==> config.mk <==
export PLATFORM = sky130hd
export DESIGN_NAME = ascs_sign_corrector
export DESIGN_NICKNAME = d
export VERILOG_FILES = /design/src/core/ascs_pkg.sv /design/src/core/ascs_sign_corrector.sv
export SDC_FILE = /design/constraint.sdc
export NUM_CORES = 1
export LEC_CHECK = 0
export BUFFER_PORTS_ARGS = -buffer_cell sky130_fd_sc_hd__buf_4
export CORE_ASPECT_RATIO = 1.1
export CORE_MARGIN = 3
export CORE_UTILIZATION = 44
export DETAILED_ROUTE_END_ITERATION = 16
export PLACE_DENSITY = 0.78
export SLEW_MARGIN = 20
export SYNTH_ARGS = -nofsm -noshare
export SYNTH_HDL_FRONTEND = slang
export SYNTH_SLANG_ARGS = --single-unit
==> constraint.sdc <==
create_clock -name clk_i -period 0.95 [get_ports clk_i]
set_input_delay 0.1425 -clock clk_i [delete_from_list [all_inputs] [get_ports clk_i]]
set_output_delay 0.1425 -clock clk_i [all_outputs]
set_load 0.05 [all_outputs]
==> src/core/ascs_pkg.sv <==
// ============================================================
// Shared constants for the sign corrector
package ascs_pkg;

	// ============================================================
	// Datapath geometry
	localparam int unsigned DATA_W   = 32;
	localparam int unsigned SIGN_BIT = 31;
	localparam int unsigned LSB_BIT  = 0;

	// ============================================================
	// Reset and reference values
	localparam logic [DATA_W-1:0] WORD_ZERO     = 32'h0000_0000;
	localparam logic [DATA_W-1:0] WORD_ALL_ONES = 32'hffff_ffff;
	localparam logic              BIT_CLEAR     = 1'h0;

	// ============================================================
	// Where the corrected sign is taken from
	typedef enum logic [1:0] {
		SRC_SUM_SIGN,
		SRC_CARRY,
		SRC_NOT_CARRY
	} ascs_src_type;

endpackage

==> src/core/ascs_sign_corrector.sv <==
// Notes on behaviour
// [RL1] Signed, equal signs: sign of difference
// [RL2] Signed, differing signs: carry out of sign
// [RL3] Unsigned: inverted carry, any carry-in
// [RL4] Bit 0 becomes bit 0 OR sign
// [RL5] Signed, no carry-in, equal signs: reduced difference sign
// [RL6] Sign source ignores the carry-in setting
// [RL7] Result, sign and equal outputs hold their last answer while no request is valid; valid_o drops
`timescale 1ns/1ns

module ascs_sign_corrector
	import ascs_pkg::*;
(
	// Clock and reset
	input  wire logic              clk_i,
	input  wire logic              rst_b_i,
	// From the adder
	input  wire logic              valid_i,
	input  wire logic              signed_mode_i,
	input  wire logic              carry_forced_i,
	input  wire logic              a_sign_i,
	input  wire logic              b_sign_i,
	input  wire logic [DATA_W-1:0] sum_i,
	input  wire logic              carry_out_i,
	// To the compare logic
	output logic                   valid_o,
	output logic [DATA_W-1:0]      result_o,
	output logic                   true_sign_o,
	output logic                   equal_o
);

	// ============================================================
	// Decoding shared by logic and checks

	// The source depends on mode and operand signs only
	function automatic ascs_src_type pick_source(
		input logic signed_mode,
		input logic a_sign,
		input logic b_sign
	);
		ascs_src_type choice;
		choice = SRC_NOT_CARRY;
		if (signed_mode && (a_sign == b_sign)) begin
			choice = SRC_SUM_SIGN;
		end else if (signed_mode) begin
			choice = SRC_CARRY;
		end
		return choice;
	endfunction

	function automatic logic pick_sign(
		input logic signed_mode,
		input logic a_sign,
		input logic b_sign,
		input logic sum_sign,
		input logic carry
	);
		logic sgn;
		sgn = ~carry;
		case (pick_source(signed_mode, a_sign, b_sign))
			SRC_SUM_SIGN: begin
				sgn = sum_sign;
			end
			SRC_CARRY: begin
				sgn = carry;
			end
			default: begin
				sgn = ~carry;
			end
		endcase
		return sgn;
	endfunction

	// ============================================================
	// Combinational correction
	ascs_src_type      src;
	logic              next_true_sign;
	logic [DATA_W-1:0] next_result;
	logic              next_equal;

	// Carry-in is deliberately not an argument here
	assign src = pick_source(signed_mode_i, a_sign_i, b_sign_i); // RL6

	always_comb begin
		next_true_sign = ~carry_out_i; // RL3
		case (src)
			SRC_SUM_SIGN: begin
				// Also holds for the reduced A - B - 1 form
				next_true_sign = sum_i[SIGN_BIT]; // RL1 RL5
			end
			SRC_CARRY: begin
				// Overflow can flip the sum sign; the carry keeps the true one
				next_true_sign = carry_out_i; // RL2
			end
			default: begin
				next_true_sign = ~carry_out_i; // RL3
			end
		endcase
	end

	// Only A - B = 2**31 would otherwise read as zero
	always_comb begin
		next_result          = sum_i;
		next_result[LSB_BIT] = sum_i[LSB_BIT] | sum_i[SIGN_BIT]; // RL4
	end

	// Without forced carry the adder gives A - B - 1, so equality is all ones
	always_comb begin
		if (carry_forced_i) begin
			next_equal = (sum_i == WORD_ZERO);
		end else begin
			next_equal = (sum_i == WORD_ALL_ONES);
		end
	end

	// ============================================================
	// Output registers
	// One cycle of latency is the price of glitch-free outputs to the compare logic

	always_ff @(posedge clk_i or negedge rst_b_i) begin
		if (!rst_b_i) begin
			valid_o <= BIT_CLEAR;
		end else begin
			valid_o <= valid_i;
		end
	end

	// Results hold between requests so the consumer may sample late
	always_ff @(posedge clk_i or negedge rst_b_i) begin
		if (!rst_b_i) begin
			result_o    <= WORD_ZERO;
			true_sign_o <= BIT_CLEAR;
			equal_o     <= BIT_CLEAR;
		end else if (valid_i) begin
			result_o    <= next_result; // RL7
			true_sign_o <= next_true_sign;
			equal_o     <= next_equal;
		end
	end
endmodule

# == Word level (Yosys, flattened, before mapping) ==
# Cells that the tools add are included.
# classes
bitwise,2
eq_ne,3
muxes,4
reduce_logical,3
# op_table
op,count
"== test 32 bit, second input constant",1
logical NOT 32 bit,1
two-way mux 2 bit,2
"== test 2 x 1 -> 1 bit, second input constant",1
logical NOT 2 bit,1
one-hot mux 1 bit (2 select lines),1
== test 1 bit,1
logical AND 1 bit,1
two-way mux 1 bit,1
NOT 1 bit,1
OR 1 bit,1
# word_totals
regBits,35
wordCells,16
inputBits,40

# == Depth between registers and ports, before layout ==
# logic_depth
ltp_word,5
ltp_mapped,5
ltp_nobuf,4

# == Worst setup path after synthesis ==
# OpenSTA, ideal clock, no wires.
# synth_timing
path_kind,reg2reg
from,reg true_sign_o (netlist name)
to,reg true_sign_o
arrival_ps,940
setup_time_ps,120
n_path_buf,0
required_time_ps,830
path_slack_ps,-110
path_stages_with_launch,3
synth_period_minus_slack_ps,1060
cell_sequence,dfrtp_1 nor2b_1 a31o_2
# synth_lines
element,line,source
to (signal assigned),ascs_sign_corrector.sv:136,true_sign_o <= next_true_sign;
to (decl),ascs_sign_corrector.sv:28,"output logic true_sign_o,"

# == Worst setup path after layout ==
# layout_timing
from,reg result_o[25]
to,out result_o[25]
# layout_lines
element,line,source
from (decl),ascs_sign_corrector.sv:27,"output logic [DATA_W-1:0] result_o,"
from (signal assigned),ascs_sign_corrector.sv:135,result_o <= next_result;
# No word-level cell between the ends.

==> results.tsv <==
metric	value	unit
outcome	finished with violations	
violated checks	setup timing	
Hold Fails Final Rpt	0	
CP delay by family, top	flip-flops	
DRT Pass-1 Iters	4	
DP Area	2170	sq um
Die ar.	4070	sq um
worst reg2reg path depth	3	
Filler Cell Count	213	
critical path data arrival time	0.92	ns
First DRT Iteration DRCs	69	
first-pass GRT wire length	6560	um
Worst Setup Start Kind	register	
total of warnings raised by yosys	0	
slew margin rel.	71.0	%
vias per std cell	5.46	
ranking of synthesized cells by area	dfrtp_1 60%, mux2_2 23%, nand4_1 3.4%	
Max Slew Vio Count	0	
drc violations	0	
wire per inst	17.8	um
synthesized area	1470	sq um
final instance area	2410	sq um
R2R setup slack	0	ns
Core ar.	3130	sq um
H-tree levels	2	
Die X	61.1	um
CTS clock-pin slew for the worst setup and hold paths	0.10	ns
TritonCTS Buffers	5	
Final WS setup	-0.109	ns
# port buffers	74	
Overall Global Routing Usage	22.3	%
gpl congestion	0.809	
Hold Path Origin	sum_i[28]	
Slowest Stage Delay on Critical Path	0.43	ns
CP Cell Sequence	buf_6	
Syn Nets	149	
Endpoint, Worst Hold	result_o[28]	
Crit path buffers/inverters	1	
Synth cell types	21	
Max Clock Skew	0	ns
RSZ-0062 raised after global routing	yes	
Layout Cells excl Fill	236	
Yosys top cell by area	dfrtp_1	
Worst EP required	0.81	ns
Critical R2R Capture	true_sign_o	
worst min path class	in2reg	
largest net degree at the start of global routing	36	
Max Clk Rate	944	MHz
final WL	4200	um
Post-Place Cells	223	
Cell Pwr Density	1590	nW/um^2
Die Span Y	66.6	um
CP endpoint kind	output port	
Multi-input gate area	563	sq um
commonest non-fill, non-tap cell in the layout	buf_4	
max_cap viols	0	
layout cells sized above 1	79.2	%
CTS sink cnt	35	
post-synth top area share	59.6	%
area grow syn2layout	64.1	%
Synth Register Bits	35	
IO Pins	75	
leading cell types in the layout, fill and taps excluded	53 x buf_4, 36 x buf_6, 32 x dfrtp_2	
GR Overflow Total	0	
Slowest-stage cell, CP	dfrtp_2	
Mean Syn Cell Area	13.5	sq um
worst skew pair latency	0.33	ns
CTS tree	built	
post-synthesis sequential area ratio	59.6	%
setup TNS	-3.21	ns
post-route ant nets	0	
Ant. Diodes	0	
final number of setup-violating endpoints	36	
FP Rows	21	
post-synthesis cell count	109	
dpl hpwl	3150	um
final-stage net count	243	
Pleak	1.07	nW
critical path peak fanout	2	
initial core utilization	47.0	%
RR Startpoint	true_sign_o	
Root Buffer	clkbuf_4	
post-layout minimum cycle time	1.06	ns
crit share post-route	112	%
crit path kind	reg2out	
vias in the first global route	1407	
Via Count	1288	
worst slew pin tran	0.435	ns
initial antenna violation count	0	
Worst VDD drop	1020	uV
WHS Path Cells	2	
Clock Tree Buf Depth	2	
register area	916	sq um
==> layout make-up <==
| cell class | count | area share [%] |
|---|---|---|
| Sequential cell | 35 | 38.0 |
| Inverter | 4 | 0.623 |
| Timing Repair Buffer | 91 | 34.6 |
| Clock buffer | 6 | 1.71 |
| Multi-Input combinational cell | 66 | 23.4 |
| Tap cell | 34 | 1.76 |
==> timing repair <==
item                                    4_1_cts  5_1_grt
gates resized for setup                      37        0
hold endpoints to repair                     35        0
buffers inserted                              5        1
hold buffers                                  1        0
endpoints found under the setup margin       35       36
==> layer usage <==
layer | vias up | global-route usage [%] | part of all wire [%]
met3 | 11 | 6.78 | 5.4
met5 | - | 0 | 0
met2 | 44 | 38.6 | 54
met1 | 640 | 24.7 | 38
li1 | 593 | - | -
met4 | 0 | 8.94 | 2.9
==> flip-flops by register name, indices dropped and copies added, names as in the netlist <==
register and count:
valid_o 1, true_sign_o 1, result_o 32, equal_o 1
==> Yosys cell counts (all sizes together) <==
| cell | count |
|---|---|
| dfrtp | 35 |
| mux2 | 30 |
| nand3 | 1 |
| a21oi | 1 |
| inv | 4 |
| nor2b | 1 |
| nand2 | 4 |
| a31o | 1 |
| nand4 | 8 |
| a32oi | 1 |
| nor3 | 2 |
| o211ai | 1 |
| nand4b | 1 |
| nor4 | 8 |
| buf | 4 |
| o21ai | 2 |
| nor2 | 3 |
| xor2 | 1 |
| o31ai | 1 |
==> how the worst max path moves through the flow <==
stage                            start           end  slack [ns]  cells after the start
after detailed placement     sum_i[19]       equal_o       -0.15                      4
after floorplan            true_sign_o   true_sign_o       -0.02                      2
after global placement       sum_i[19]       equal_o       -0.09                      4
after global routing      result_o[25]  result_o[25]       -0.15                      1
final                     result_o[25]  result_o[25]       -0.11                      1
after CTS                      equal_o       equal_o       -0.12                      1
==> power breakdown <==
part | switching [mW] | internal (mW) | total (mW)
sequential | 0.103 | 1.65 | 1.76
combinational | 0.777 | 0.582 | 1.36
clock | 0.451 | 0.263 | 0.714
==> per-stage QoR <==
step / hold slack [ns] / worst slack, ns / util, % / power, mW
4_1_cts: 0.0575 / -0.116 / 76.9 / 3.84
3_3_place_gp: 0.109 / -0.0873 / 69.5 / 2.95
6_report: 0.0605 / -0.109 / 77.1 / 3.83
5_1_grt: 0.0488 / -0.149 / 77.1 / 4.00
2_1_floorplan: -0.153 / -0.0228 / - / 2.47
3_5_place_dp: 0.119 / -0.152 / 69.5 / 2.98
==> logic make-up after synthesis <==
group | Yosys count | synth area share (%)
AOI/OAI and AO/OA | 7 | 3.24
xor gates and xnor gates | 1 | 0.596
buffers and inverters | 8 | 2.55
DFF | 35 | 59.6
muxes | 30 | 23.0
and+or+nand+nor | 28 | 11.0
Note: power is estimated with default switching activity, not from simulation.
